===== config.mk =====
export PLATFORM = sky130hd
export DESIGN_NAME = kwu_keypad_wake_unit
export DESIGN_NICKNAME = d
export VERILOG_FILES = /design/src/verilog/kwu_keypad_wake_unit.v /design/src/verilog/kwu_sync.v /design/src/verilog/kwu_detect.v
export VERILOG_INCLUDE_DIRS = /design/src /design/src/verilog
export SDC_FILE = /design/constraint.sdc
export NUM_CORES = 1
export LEC_CHECK = 0
export BUFFER_PORTS_ARGS = -buffer_cell sky130_fd_sc_hd__buf_2
export CAP_MARGIN = 25
export CORE_ASPECT_RATIO = 0.5
export CORE_MARGIN = 2
export CORE_UTILIZATION = 35
export CTS_CLUSTER_SIZE = 24
export DETAILED_ROUTE_END_ITERATION = 6
export GPL_TIMING_DRIVEN = 0
export HOLD_SLACK_MARGIN = 0.02
export PLACE_DENSITY = 0.68
export SLEW_MARGIN = 10
export SYNTH_ARGS = -nofsm -noshare
export SYNTH_HDL_FRONTEND = slang
export SYNTH_HIERARCHICAL = 1
export SYNTH_SLANG_ARGS = --single-unit

===== constraint.sdc =====
create_clock -name pclk -period 1.8 [get_ports pclk]
set_input_delay 0.36 -clock pclk [delete_from_list [all_inputs] [get_ports pclk]]
set_output_delay 0.36 -clock pclk [all_outputs]
set_load 0.1 [all_outputs]

===== src/verilog/kwu_regs.vh =====
/*
 * Register offsets, field positions and reset values of the keypad
 * wake unit. Assumes a 32-bit APB slave with byte addresses; each
 * register sits in the low byte of one aligned word.
 */
// Operation
// - One unit; seven wake input pins, each enabled on its own.
// - Status/control bits 7 to 4 always read zero.
// - Bit 3 is the event flag; read only, writes ignored.
// - Bit 2 is write-one acknowledge; always reads zero.
// - Bit 1 request enable gates the interrupt request from the flag.
// - Bit 0 picks edge-only or edge-and-level detection.
// - Each enable bit makes its pin a source; disabled pins ignored.
// - Each polarity bit picks falling/low or rising/high sensitivity.
// - Falling edge: sampled high one cycle, low the next.
// - Rising edge: sampled low one cycle, high the next.
// - New edge only after all enabled inputs are deasserted.
// - Edge mode: valid edge sets flag; request if enabled.
// - Edge mode: acknowledge write clears the flag.
// - Level mode: edge or asserted level sets flag and requests.
// - Level mode: acknowledge clears only when all enabled deasserted.
// - Keeps working in wait mode; enabled pin wakes when enabled.
// - Shallow stop: asynchronous detection wakes the processor.
// - Deep stop disables the unit; it returns in reset state.
// - Background debug mode does not stop detection.
// - Pull resistor is pull-up for polarity zero, pull-down for one.
`ifndef KWU_REGS_VH
`define KWU_REGS_VH

`define KWU_ADDR_W          12
`define KWU_OFF_CTRL        12'h000
`define KWU_OFF_ENABLE      12'h004
`define KWU_OFF_POLARITY    12'h008

`define KWU_BIT_FLAG        3
`define KWU_BIT_ACK         2
`define KWU_BIT_REQ_EN      1
`define KWU_BIT_LEVEL_MODE  0

`define KWU_RST_CTRL        2'h0
`define KWU_RST_ENABLE      8'h00
`define KWU_RST_POLARITY    8'h00

`define KWU_SYNC_STAGES     2

`endif


===== src/verilog/kwu_keypad_wake_unit.v =====
/*
 * Keypad wake unit: APB register slave, pin event flag, interrupt
 * request, wake request for shallow stop and pull resistor steering.
 * Assumes a single 20 MHz pclk, APB master of 32-bit data, and a
 * power controller that drives the wait and stop mode inputs.
 */
`timescale 1ns/100ps
`include "kwu_regs.vh"
module kwu_keypad_wake_unit #(
    parameter NUM_PINS = 7
) (
    input  wire                   pclk,
    input  wire                   presetn,
    input  wire                   psel,
    input  wire                   penable,
    input  wire                   pwrite,
    input  wire [`KWU_ADDR_W-1:0] paddr,
    input  wire [31:0]            pwdata,
    output wire                   pready,
    output reg  [31:0]            prdata,
    output reg                    pslverr,
    input  wire [NUM_PINS-1:0]    wake_input_pin,
    input  wire [NUM_PINS-1:0]    port_pull_enable,
    input  wire                   wait_mode,
    input  wire                   shallow_stop,
    input  wire                   deep_stop,
    output wire                   irq,
    output wire                   wake_request,
    output wire [NUM_PINS-1:0]    pull_up_en,
    output wire [NUM_PINS-1:0]    pull_down_en
);

    // Registers
    reg        request_enable;
    reg        level_mode_select;
    reg        event_flag;
    reg [7:0]  pin_interrupt_enable;
    reg [7:0]  pin_interrupt_polarity;
    reg        edge_armed;

    wire [NUM_PINS-1:0] pin_sample;
    wire [NUM_PINS-1:0] pin_asserted;
    wire [NUM_PINS-1:0] pin_edge;

    wire setup_phase;
    wire wr_access;
    wire sel_ctrl;
    wire sel_enable;
    wire sel_polarity;
    wire addr_hit;
    wire ack_write;
    wire any_asserted;
    wire edge_valid;
    wire flag_set;
    wire flag_clear;
    wire [NUM_PINS-1:0] raw_asserted;

    reg  next_event_flag;
    reg  next_edge_armed;
    reg  [31:0] next_prdata;

    // Pin synchroniser
    kwu_sync #(
        .WIDTH    (NUM_PINS)
    ) u_sync (
        .pclk     (pclk),
        .presetn  (presetn),
        .async_in (wake_input_pin),
        .sync_out (pin_sample)
    );

    // Detection on synchronised samples; deep stop wipes history
    kwu_detect #(
        .WIDTH     (NUM_PINS)
    ) u_detect (
        .pclk      (pclk),
        .presetn   (presetn),
        .clear     (deep_stop),
        .sample    (pin_sample),
        .enable    (pin_interrupt_enable[NUM_PINS-1:0]),
        .polarity  (pin_interrupt_polarity[NUM_PINS-1:0]),
        .asserted  (pin_asserted),
        .edge_seen (pin_edge)
    );

    // APB decode; the slave never inserts wait states
    assign pready       = 1'b1;
    assign setup_phase  = psel & ~penable;
    assign wr_access    = psel & penable & pwrite;
    assign sel_ctrl     = (paddr == `KWU_OFF_CTRL);
    assign sel_enable   = (paddr == `KWU_OFF_ENABLE);
    assign sel_polarity = (paddr == `KWU_OFF_POLARITY);
    assign addr_hit     = sel_ctrl | sel_enable | sel_polarity;
    assign ack_write    = wr_access & sel_ctrl &
                          pwdata[`KWU_BIT_ACK];

    // Detection logic; debug mode has no say in it
    assign any_asserted = |pin_asserted;
    // An edge counts only while every enabled pin was at rest
    assign edge_valid   = edge_armed & (|pin_edge);
    assign flag_set     = edge_valid |
                          (level_mode_select & any_asserted);
    assign flag_clear   = ack_write &
                          (~level_mode_select |
                           ~any_asserted);

    always @* begin
        next_event_flag = event_flag;
        if (flag_set) begin
            next_event_flag = 1'b1;
        end else if (flag_clear) begin
            next_event_flag = 1'b0;
        end
    end

    always @* begin
        next_edge_armed = edge_armed;
        if (!any_asserted) begin
            next_edge_armed = 1'b1;
        end else if (edge_valid) begin
            next_edge_armed = 1'b0;
        end
    end

    always @(posedge pclk or negedge presetn) begin
        if (!presetn) begin
            request_enable         <= 1'b0;
            level_mode_select      <= 1'b0;
            event_flag             <= 1'b0;
            pin_interrupt_enable   <= `KWU_RST_ENABLE;
            pin_interrupt_polarity <= `KWU_RST_POLARITY;
            edge_armed             <= 1'b0;
        end else if (deep_stop) begin
            // Unit is off and comes back in its reset state
            request_enable         <= 1'b0;
            level_mode_select      <= 1'b0;
            event_flag             <= 1'b0;
            pin_interrupt_enable   <= `KWU_RST_ENABLE;
            pin_interrupt_polarity <= `KWU_RST_POLARITY;
            edge_armed             <= 1'b0;
        end else begin
            event_flag <= next_event_flag;
            edge_armed <= next_edge_armed;
            if (wr_access && sel_ctrl) begin
                request_enable    <= pwdata[`KWU_BIT_REQ_EN];
                level_mode_select <= pwdata[`KWU_BIT_LEVEL_MODE];
            end
            if (wr_access && sel_enable) begin
                pin_interrupt_enable <= pwdata[7:0];
            end
            if (wr_access && sel_polarity) begin
                pin_interrupt_polarity <= pwdata[7:0];
            end
        end
    end

    // Read data captured in the setup phase
    always @* begin
        next_prdata = 32'h00000000;
        if (sel_ctrl) begin
            next_prdata[`KWU_BIT_FLAG]       = event_flag;
            next_prdata[`KWU_BIT_REQ_EN]     = request_enable;
            next_prdata[`KWU_BIT_LEVEL_MODE] = level_mode_select;
            // Bits 7:4 and the acknowledge bit stay zero
        end else if (sel_enable) begin
            next_prdata[7:0] = pin_interrupt_enable;
        end else if (sel_polarity) begin
            next_prdata[7:0] = pin_interrupt_polarity;
        end
    end

    always @(posedge pclk or negedge presetn) begin
        if (!presetn) begin
            prdata  <= 32'h00000000;
            pslverr <= 1'b0;
        end else if (setup_phase) begin
            prdata  <= pwrite ? 32'h00000000 : next_prdata;
            pslverr <= ~addr_hit;
        end
    end

    // Interrupt request works in run, wait and debug alike
    assign irq = event_flag & request_enable;

    // Clock may be stopped in shallow stop: detect on raw pins
    genvar i;
    generate
        for (i = 0; i < NUM_PINS; i = i + 1) begin : g_raw
            assign raw_asserted[i] = pin_interrupt_enable[i] &
                (pin_interrupt_polarity[i] ? wake_input_pin[i]
                                           : ~wake_input_pin[i]);
        end
    endgenerate

    assign wake_request = request_enable & ~deep_stop &
        ((shallow_stop & (|raw_asserted)) |
         ((wait_mode | shallow_stop) & event_flag));

    // Pull resistor direction follows polarity
    assign pull_up_en   = port_pull_enable &
                          ~pin_interrupt_polarity[NUM_PINS-1:0];
    assign pull_down_en = port_pull_enable &
                          pin_interrupt_polarity[NUM_PINS-1:0];

endmodule // kwu_keypad_wake_unit


===== src/verilog/kwu_sync.v =====
/*
 * Two flip-flop synchroniser, one per wake input pin.
 * Assumes the pins are asynchronous to pclk.
 */
`timescale 1ns/100ps
module kwu_sync #(
    parameter WIDTH = 7
) (
    input  wire             pclk,
    input  wire             presetn,
    input  wire [WIDTH-1:0] async_in,
    output wire [WIDTH-1:0] sync_out
);

    genvar i;
    generate
        for (i = 0; i < WIDTH; i = i + 1) begin : g_bit
            reg stage1;
            reg stage2;
            always @(posedge pclk or negedge presetn) begin
                if (!presetn) begin
                    stage1 <= 1'b0;
                    stage2 <= 1'b0;
                end else begin
                    stage1 <= async_in[i];
                    stage2 <= stage1;
                end
            end
            assign sync_out[i] = stage2;
        end
    endgenerate

endmodule // kwu_sync


===== src/verilog/kwu_detect.v =====
/*
 * Per-pin asserted level and edge detection on synchronised samples.
 * Assumes inputs come from flip-flops on pclk.
 */
`timescale 1ns/100ps
module kwu_detect #(
    parameter WIDTH = 7
) (
    input  wire             pclk,
    input  wire             presetn,
    input  wire             clear,
    input  wire [WIDTH-1:0] sample,
    input  wire [WIDTH-1:0] enable,
    input  wire [WIDTH-1:0] polarity,
    output wire [WIDTH-1:0] asserted,
    output wire [WIDTH-1:0] edge_seen
);

    reg [WIDTH-1:0] asserted_prev;

    genvar i;
    generate
        for (i = 0; i < WIDTH; i = i + 1) begin : g_pin
            // Asserted level follows polarity; disabled pins never assert
            assign asserted[i] = enable[i] &
                (polarity[i] ? sample[i] : ~sample[i]);
            // Deasserted one cycle, asserted the next
            assign edge_seen[i] = asserted[i] &
                                  ~asserted_prev[i];
        end
    endgenerate

    always @(posedge pclk or negedge presetn) begin
        if (!presetn) begin
            asserted_prev <= {WIDTH{1'b0}};
        end else if (clear) begin
            asserted_prev <= {WIDTH{1'b0}};
        end else begin
            asserted_prev <= asserted;
        end
    end

endmodule // kwu_detect


# After elaboration in Yosys (flattened, before gate mapping)
# Index checks and enable logic that the tools add are counted.
# word_totals
mem_bits_rw,0
register_bits,74
inputBits,66
latchBits,0
output_inout_bits,50
rom_bits,0
word_cells,142
memories,0
# op_classes
muxes,36
add_sub_neg,0
div,0
magnitude_cmp,0
reduce_logical,11
eq_ne,3
multipliers,0
bitwise_logic,69
n_shift,0
# op_table
op,n
8-bit two-way mux,7
1-bit bitwise AND,34
1-bit two-way mux,26
1-bit inverter,26
7-bit OR reduction,3
7-bit bitwise AND,2
"12-bit by 3-bit == test with 1-bit output, second input constant",1
"12-bit by 4-bit == test with 1-bit output, second input constant",1
12-bit logical NOT,1
7-bit two-way mux,1
7-bit inverter,1
1-bit OR,6
2-bit nonzero test,3
4-bit two-way mux,1
1-bit logical AND,3
"3-bit by 2-bit != test with 1-bit output, second input constant",1
3-bit nonzero test,1
2-bit two-way mux,1

# Depth between registers and ports, before layout
# Gate-level depths: netlist of run 1.
# depth
word_depth,10
depth_mapped,7
ltp_nobuf,6

# Hierarchy
# The synthesis of run 1 kept the hierarchy.
# modules_own_cells
mod,cells_each,seq_area_each_um2,area_per_inst_um2,instances
kwu_keypad_wake_unit,218,725.7,1854.3,1
kwu_sync,21,350.3,402.9,1
kwu_detect,35,175.2,385.4,1

# Worst setup path after synthesis of run 1
# OpenSTA, ideal clock, no wires.
# synth_timing
kind,flip-flop to output port
startpoint,register pin_interrupt_polarity[0]
endpoint,output port wake_request
arrival_time_ns,3.685
slack_ns,-2.245
stages_incl_launch_ff,5
t_required_ns,1.440
path_cell_list,dfrtp_1 > xnor2_1 > a22oi_1 > nand4_1 > nor4bb_1
# synth_via
elab_chain_len,6
# synth_rtl
element,line,rtl
"start, declared",kwu_keypad_wake_unit.v:38,reg [7:0] pin_interrupt_polarity;
"start signal, assigned",kwu_keypad_wake_unit.v:131,pin_interrupt_polarity <= `KWU_RST_POLARITY;
"start signal, assigned",kwu_keypad_wake_unit.v:139,pin_interrupt_polarity <= `KWU_RST_POLARITY;
"start signal, assigned",kwu_keypad_wake_unit.v:152,pin_interrupt_polarity <= pwdata[7:0];
1-bit two-way mux,kwu_keypad_wake_unit.v:190,(pin_interrupt_polarity[i] ? wake_input_pin[i]
1-bit bitwise AND,kwu_keypad_wake_unit.v:189,assign raw_asserted[i] = pin_interrupt_enable[i] &
7-bit OR reduction,kwu_keypad_wake_unit.v:196,((shallow_stop & (|raw_asserted)) |
1-bit bitwise AND,kwu_keypad_wake_unit.v:196,
1-bit OR,kwu_keypad_wake_unit.v:196,
1-bit bitwise AND,kwu_keypad_wake_unit.v:195,assign wake_request = request_enable & ~deep_stop &
"end, declared",kwu_keypad_wake_unit.v:28,"output wire wake_request,"
# No other way between the ends.

# Worst setup path after layout of run 1
# layout_timing
startpoint,register pin_interrupt_polarity[2]
endpoint,output port wake_request
# Same word-level chain as after synthesis.

==> results of run 1 <==
[stage by stage]
step	instances	total power [µW]
final	479	2620
after global routing	479	2710
after CTS	476	2620
after detailed placement	460	1720
after global placement	459	1710
after floorplan	297	1590
[state kept, by name, summed over array words and instances, names as in the netlist]
signal                  flops
edge_armed                  1
event_flag                  1
level_mode_select           1
pin_interrupt_enable        8
pin_interrupt_polarity      8
prdata                      8
pslverr                     1
request_enable              1
u_detect/asserted_prev      7
u_sync/g_bit.stage1         7
u_sync/g_bit.stage2         7
[cell families (layout without fill, tap and decap cells)]
family                 count (synthesis)  in the layout  share of synthesized area [%]
flip-flops                            50             50                           47.3
XOR/XNOR                              14             14                           4.64
AO/OA/AOI/OAI                         61             61                           12.8
AND/OR/NAND/NOR                      101            101                           23.3
buffers and inverters                 46            132                           11.6
other                                  2             25                          0.284
[layout make-up]
type,instances,area (µm²),area share [%]
tap,96,120,3.35
inverter,4,15.0,0.418
clock inverter,2,15.0,0.418
buffer,42,293,8.16
sequential,50,1260,35.1
multi-input combinational,201,1290,35.9
clock buffer,5,125,3.49
timing repair buffer,79,473,13.2
[repair_timing]
item                                    CTS  global route
buffers inserted                          8             3
pin swaps                                 3             1
gates resized for setup                  14            19
hold buffers                              1             0
endpoints found under the setup margin    3             8
endpoints found under the hold margin    15             0
[layer usage]
metal / track usage (%) / share of wire, % / up-vias / wire, µm
li1: - / - / 1112 / -
met1: 22.1 / 43 / 1069 / 2800
met2: 25.7 / 46 / 117 / 2970
met3: 3.09 / 9.5 / 12 / 621
met4: 6.32 / 1.8 / 0 / 114
met5: 0 / 0 / - / 0
[power breakdown]
part           internal, µW  total [µW]  leakage (µW)  switching, µW
Sequential             1140        1150      0.000650           5.34
Clock                   507         904     0.0000619            398
Combinational           129         563      0.000980            434
[cell usage after synthesis (all sizes together) (4+ instances only)]
cell type	number	share of area, %
a22oi	8	2.3
clkbuf	4	0.57
and2	8	1.9
nand3	21	4.0
a21oi	20	3.8
nor2b	16	3.8
xnor2	7	2.3
nand2	13	1.8
nor4	5	2.3
buf	38	11
dfrtp	50	47
nor2	6	0.85
o21ai	28	5.3
nand2b	7	1.7
nor3b	15	4.3
inv	4	0.57
xor2	7	2.3
nand4	4	0.95
[final timing paths]
kind / from / end / slack, ps / depth (start not counted)
setup / recovery: pin_interrupt_polarity[2] / wake_request / -150 / 5
hold / removal: wake_input_pin[1] / u_sync/g_bit[1].stage1 / 200 / 1
setup reg to reg: pin_interrupt_polarity[2] / event_flag / -80 / 6
hold reg to reg: u_sync/g_bit[0].stage1 / u_sync/g_bit[0].stage2 / 350 / 0
max in group asynchronous: presetn / pin_interrupt_polarity[5] / 760 / 3
min in group asynchronous: presetn / u_sync/g_bit[3].stage1 / 520 / 2
==> out/results.txt, run 1 <==
largest net degree at the start of global routing: 36
FFs w/ async S/R, synth: 100%
fin nets: 449
status: finished, violations left
clk slew on worst S/H paths: 60 ps
slowest stage delay, CP: 470 ps
GRT overflow: 0
placed inst area: 3220 µm²
Max clock buf depth: 2
unrepaired setup endpoints after global routing: true
pre-CTS WS: -266 ps
Die Width: 127 µm
failing checks: negative setup slack
WP data arrival: 1590 ps
crit path cell chain: xnor2_2, a22oi_1, nand4_1, nor4bb_4, buf_6
commonest cells after routing, fill and taps aside: buf_2, buf_4, dfrtp_1
Root Buffer: clkbuf_16
Hold Violations, Final: 0
Max-Cap Viols: 0
Starting Density: 36.1%
Initial DRC Count: 231
delay-heaviest family, CP: flip-flops
commonest non-fill, non-tap cell in the layout: buf_2
relative slew slack: 64.9%
fill count: 715
Final period util: 109%
clk sinks: 50
critical path startpoint category: flop
Clk Latency, worst-skew pair: 290 ps
vias per inst: 4.82
final setup TNS: -231 ps
Via Count: 2310
Post-synth EDFFs: 0
Die ar.: 8300 µm²
area grow syn2layout: 35.8%
clk_skew: 3.35 ps
maximum VDD drop: 0.000312 V
wire length per cell: 13.6 µm
ant diodes: 0
post-route ant nets: 0
port bufs: 66
leakage: 0.00169 µW
Yosys warnings: 6
final WL: 6.51 mm
TritonCTS clock tree: done
count of different cell masters after synthesis: 33
sequential share of the synthesized area: 47.3%
Ports: 116
DR pass1 iterations: 4
critical path endpoint category: output port
mapped cell area: 2640 µm²
top_reg_cell synth: dfrtp_1
fraction of layout cells with a size suffix above 1: 38.1%
PnR worst setup slack: -154 ps
dpl hpwl: 4.84 mm
hold crit path type: in -> reg
Slowest-stage cell, CP: dfrtp_2
CP required: 1440 ps
Total Routing Usage GR: 16.1%
drt drc: 0
Slew @ Worst Pin: 527 ps
crit-path max FO: 4
Bufs and invs on worst path: 1
RD Place Congestion: 0.833
Mean Syn Cell Area: 9.64 µm²
row count: 22
Core Area: 7320 µm²
Gate Count Post-Synth: 274
initial antenna violation count: 0
Die Ht: 65.4 µm
final core utilization: 49.0%
PD cells: 729 nW/µm²
Num CTS Buffers: 5
Slew Limit Fails: 0
achievable frequency: 0.512 GHz
post-layout min period: 1950 ps
final setup fails: 2
global-route wire length before repair: 10.4 mm
cell area after layout: 3590 µm²
Hold WS: 203 ps
Yosys reg bits: 50
vias in the first global route: 2170
WS Path Type: reg -> out
H-tree Lvls: 2
Note: power is estimated with default switching activity, not from simulation.
==> run 2, diff against run 1 <==
REMOVE_ABC_BUFFERS = 1   (was not set)
==> run 2 against run 1 <==
  * The run still ends with negative setup slack left
  * Critical path depth is the same
  * Clock-buffer cell count grew 2
  * Routed wire length down 2.2%
  * Worst hold slack got worse by 190 ps
  * Highest routed layer unchanged
==> out/results.txt, run 2 (synthesis gave the netlist of run 1 again) <==
pre-CTS WS: -429 ps
Root Buffer: clkbuf_16
Clk Latency, worst-skew pair: 280 ps
Final period util: 109%
commonest cells after routing, fill and taps aside: buf_2, dfrtp_1, conb_1
clk sinks: 50
Max clock buf depth: 2
largest net degree at the start of global routing: 35
PnR worst setup slack: -165 ps
Die Ht: 65.4 µm
initial antenna violation count: 0
Hold WS: 8.65 ps
row count: 22
placed inst area: 2920 µm²
slowest stage delay, CP: 420 ps
achievable frequency: 0.509 GHz
Initial DRC Count: 161
critical path startpoint category: flop
FF/Latch Area: 1260 µm²
Power, Total: 2550 µW
post-layout min period: 1960 ps
cell area after layout: 3330 µm²
Die ar.: 8300 µm²
Slew @ Worst Pin: 611 ps
hold buffers post-CTS: 0
Ports: 116
vias in the first global route: 2030
fraction of layout cells with a size suffix above 1: 33.5%
final setup fails: 3
dpl hpwl: 4.33 mm
CP required: 1440 ps
RD Place Congestion: 0.843
DR pass1 iterations: 4
maximum VDD drop: 0.000341 V
top flop regs: pin_interrupt_enable x8, pin_interrupt_polarity x8, prdata x8
WS Path Type: reg -> out
post-route ant nets: 0
Die Width: 127 µm
Bufs and invs on worst path: 1
Core Area: 7320 µm²
global-route wire length before repair: 10.3 mm
Slew Limit Fails: 0
vias per inst: 4.94
TritonCTS clock tree: done
Total Routing Usage GR: 15.9%
final WL: 6.37 mm
GRT overflow: 0
fin nets: 409
status: finished, violations left
relative slew slack: 59.2%
Starting Density: 36.1%
fill count: 680
PD cells: 766 nW/µm²
Max-Cap Viols: 0
Hold Violations, Final: 0
port bufs: 66
crit-path max FO: 2
ant diodes: 0
multi-input combinational cell area: 1320 µm²
wire length per cell: 14.5 µm
leakage: 0.00152 µW
final core utilization: 45.4%
H-tree Lvls: 2
critical path endpoint category: output port
Via Count: 2167
Num CTS Buffers: 5
area grow syn2layout: 25.9%
crit path cell chain: xnor2_2, a22oi_2, nand4_1, nor4bb_4, buf_6
WP data arrival: 1600 ps
unrepaired setup endpoints after global routing: true
commonest non-fill, non-tap cell in the layout: buf_2
drt drc: 0
hold crit path type: in -> async
clk_skew: 4.08 ps
Slowest-stage cell, CP: dfrtp_2
failing checks: negative setup slack
clk slew on worst S/H paths: 60 ps
delay-heaviest family, CP: flip-flops
-- run 2: cell types whose count changed in the layout (fill, tap and decap cells not counted), sizes merged --
cell,previous run,this run
dlygate4sd3,1,0
buf,110,78
clkinvlp,2,0
clkbuf,15,10
-- run 2: layout make-up --
type                       instances  area share (%)
sequential                        50            37.9
timing repair buffer              81            14.5
inverter                           4           0.451
multi-input combinational        201            39.6
tap                               96            3.61
clock buffer                       7            3.99
-- run 2: worst paths after layout --
| check | start | to | slack, ps | cells after the start |
|---|---|---|---|---|
| min in group pclk | wake_input_pin[1] | u_sync/g_bit[1].stage1 | 210 | 1 |
| setup / recovery | pin_interrupt_polarity[2] | wake_request | -160 | 5 |
| max in group asynchronous | presetn | pin_interrupt_polarity[1] | 1250 | 2 |
| hold / removal | presetn | u_sync/g_bit[6].stage1 | 9 | 1 |
| hold reg to reg | u_sync/g_bit[4].stage1 | u_sync/g_bit[4].stage2 | 350 | 0 |
| setup reg to reg | pin_interrupt_polarity[2] | event_flag | -70 | 7 |
-- run 2: through the flow --
step | cells | setup TNS (ps)
2_1_floorplan | 255 | -4550
3_3_place_gp | 417 | -6240
3_5_place_dp | 419 | -7800
4_1_cts | 436 | -269
5_1_grt | 439 | -530
6_report | 439 | -271
-- run 2: timing repair --
item	4_1_cts	5_1_grt
gates resized for setup	27	10
pin swaps	14	5
setup endpoints to repair	19	25
endpoints found under the hold margin	0	0
buffers inserted	10	2
-- run 2: power breakdown --
group          internal [µW]  switching [µW]
registers               1140            10.2
clock network            509             377
logic                   82.4             424
total                   1730             811
-- run 2: routing by layer --
layer  vias up  routed length, µm  track usage, %
met5         -                  0               0
met3         4                479            3.34
li1       1030                  -               -
met1      1044               2800            21.2
met2        89               3050            27.4
met4         0                 35            2.75
==> run 3, diff against run 2 <==
--- a/config.mk
+++ b/config.mk
@@ -12,4 +12,5 @@
 export CORE_MARGIN = 2
 export CORE_UTILIZATION = 35
+export CTS_BUF_LIST = sky130_fd_sc_hd__clkbuf_2 sky130_fd_sc_hd__clkbuf_4 sky130_fd_sc_hd__clkbuf_8
 export CTS_CLUSTER_SIZE = 24
 export DETAILED_ROUTE_END_ITERATION = 6
==> constraint.sdc (replaced) <==
create_clock -name pclk -period 1.8 [get_ports pclk]
set_input_delay 0.36 -clock pclk [delete_from_list [all_inputs] [get_ports pclk]]
set_output_delay 0.36 -clock pclk [all_outputs]
set_load 0.005 [all_outputs]
==> run 3 against run 2 <==
  * Largest power group unchanged
  * The run still ends with negative setup slack left
  * Critical path type unchanged
  * Sequential share of layout area grew 1.4 points
  * Routed wire length shrank 1.9%
  * Cell count shrank 0.23%
  * Global-route usage shrank 0.32 points
  * Sequential power is essentially flat
  * Combinational power shrank 59%
  * Setup slack gained 65 ps
  * First-iteration DRC count grew 19%
  * Register-to-register slack gained 60 ps
  * Cell area shrank 3.6%
  * Clock-buffer cell count is the same
==> out/results.txt, run 3 (synthesis gave the netlist of run 1 again) <==
post-route ant nets: 0
largest net degree at the start of global routing: 35
uppermost layer routed: met4
Placed Instances: 419
WP data arrival: 1540 ps
critical path startpoint category: flop
Die Ht: 65.4 µm
Max-Cap Viols: 0
final setup fails: 2
drt drc: 0
vias per inst: 4.89
CP endpoint: wake_request
RD Place Congestion: 0.843
failing checks: negative setup slack
Hold Violations, Final: 0
Root Buffer: clkbuf_8
WP depth: 5
Met1 Wirelength: 2.86 mm
area grow syn2layout: 21.3%
commonest cells after routing, fill and taps aside: buf_2, dfrtp_1, conb_1
reg2reg end: event_flag
GRT overflow: 0
Ports: 116
Starting Density: 36.1%
RR Startpoint: pin_interrupt_polarity[2]
Via Count: 2140
Slew Limit Fails: 0
fin nets: 408
relative slew slack: 59.9%
Slowest-stage cell, CP: dfrtp_2
Slew @ Worst Pin: 600 ps
clk slew on worst S/H paths: 80 ps
Die ar.: 8300 µm²
PD cells: 626 nW/µm²
PnR worst setup slack: -99.7 ps
clk_skew: 4.27 ps
unrepaired setup endpoints after global routing: true
achievable frequency: 0.526 GHz
post-layout min period: 1900 ps
placed inst area: 2920 µm²
CP startpoint: pin_interrupt_polarity[2]
commonest non-fill, non-tap cell in the layout: buf_2
TritonCTS clock tree: done
WS Path Type: reg -> out
final WL: 6.25 mm
H-tree Lvls: 2
slowest stage delay, CP: 470 ps
wire length per cell: 14.3 µm
leakage: 0.00147 µW
Initial DRC Count: 192
global-route wire length before repair: 10.0 mm
critical path endpoint category: output port
ant diodes: 0
Power, Total: 2010 µW
top flop regs: pin_interrupt_enable x8, pin_interrupt_polarity x8, prdata x8
fraction of layout cells with a size suffix above 1: 32.5%
R2R setup slack: -10 ps
port bufs: 66
Final Non-Filler Cells: 438
initial antenna violation count: 0
maximum VDD drop: 0.000304 V
crit-path max FO: 5
cell area after layout: 3210 µm²
fill count: 694
Max clock buf depth: 2
CP required: 1440 ps
DR pass1 iterations: 4
met2 routed WL: 2.92 mm
dpl hpwl: 4.33 mm
Core Area: 7320 µm²
clk sinks: 50
routed wl met3: 438 µm
R2R cell count: 6
vias in the first global route: 1950
Clk Latency, worst-skew pair: 300 ps
Final period util: 106%
hold crit path type: in -> reg
Bufs and invs on worst path: 1
Num CTS Buffers: 5
Die Width: 127 µm
row count: 22
delay-heaviest family, CP: flip-flops
crit path cell chain: xnor2_2, a22oi_2, nand4_1, nor4bb_1, buf_2
Total Routing Usage GR: 15.6%
status: finished, violations left
## run 3: cell types whose count changed in the layout (fill, tap and decap cells not counted), sizes merged
cell and delta:
buf +1, clkbuf -3, dlygate4sd3 +1
## run 3: stage by stage
stage | TNS [ps] | worst slack (ps) | util (%) | hold WS (ps)
after floorplan | 0 | 70.5 | - | 64.4
after global placement | -6020 | -323 | 39.4 | 332
after detailed placement | -7570 | -429 | 39.8 | 323
after CTS | -140 | -83.0 | 43.0 | 191
after global routing | -313 | -194 | 43.8 | 180
final | -110 | -99.7 | 43.8 | 192
## run 3: area by class of cell
class | instances | area, µm² | area share [%]
multi-input cells | 201 | 1270 | 39.7
repair buffers | 80 | 454 | 14.2
well taps | 96 | 120 | 3.75
clock buffers | 7 | 83.8 | 2.62
flip-flops and latches | 50 | 1260 | 39.3
inverters | 4 | 15.0 | 0.468
## run 3: layer usage
metal  global-route usage (%)  up-vias
li1                         -     1024
met1                     21.6     1031
met2                     25.7       81
met3                     3.26        4
met4                     2.61        0
met5                        0        -
## run 3: how the worst min path moves through the flow
stage	startpoint	endpoint	slack [ps]	depth (start not counted)
finish	wake_input_pin[1]	u_sync/g_bit[1].stage1	190	1
global route	wake_input_pin[1]	u_sync/g_bit[1].stage1	180	1
CTS	wake_input_pin[1]	u_sync/g_bit[1].stage1	190	1
detailed placement	presetn	u_sync/g_bit[5].stage1	320	1
global placement	u_sync/g_bit[0].stage1	u_sync/g_bit[0].stage2	330	0
floorplan	presetn	edge_armed	60	0
## run 3: report_power, final
group | internal [µW] | leakage, µW | switching, µW | total (µW)
sequential | 1140 | 0.000650 | 9.20 | 1150
clock | 299 | 0.0000452 | 351 | 650
combinational | 77.3 | 0.000777 | 129 | 206
total | 1520 | 0.00147 | 489 | 2010
## run 3: timing repair
item,in CTS,in global routing
endpoints found under the hold margin,16,0
pin swaps,9,1
buffers inserted,9,1
resized for setup,16,7
hold buffers,1,0
endpoints found under the setup margin,16,21
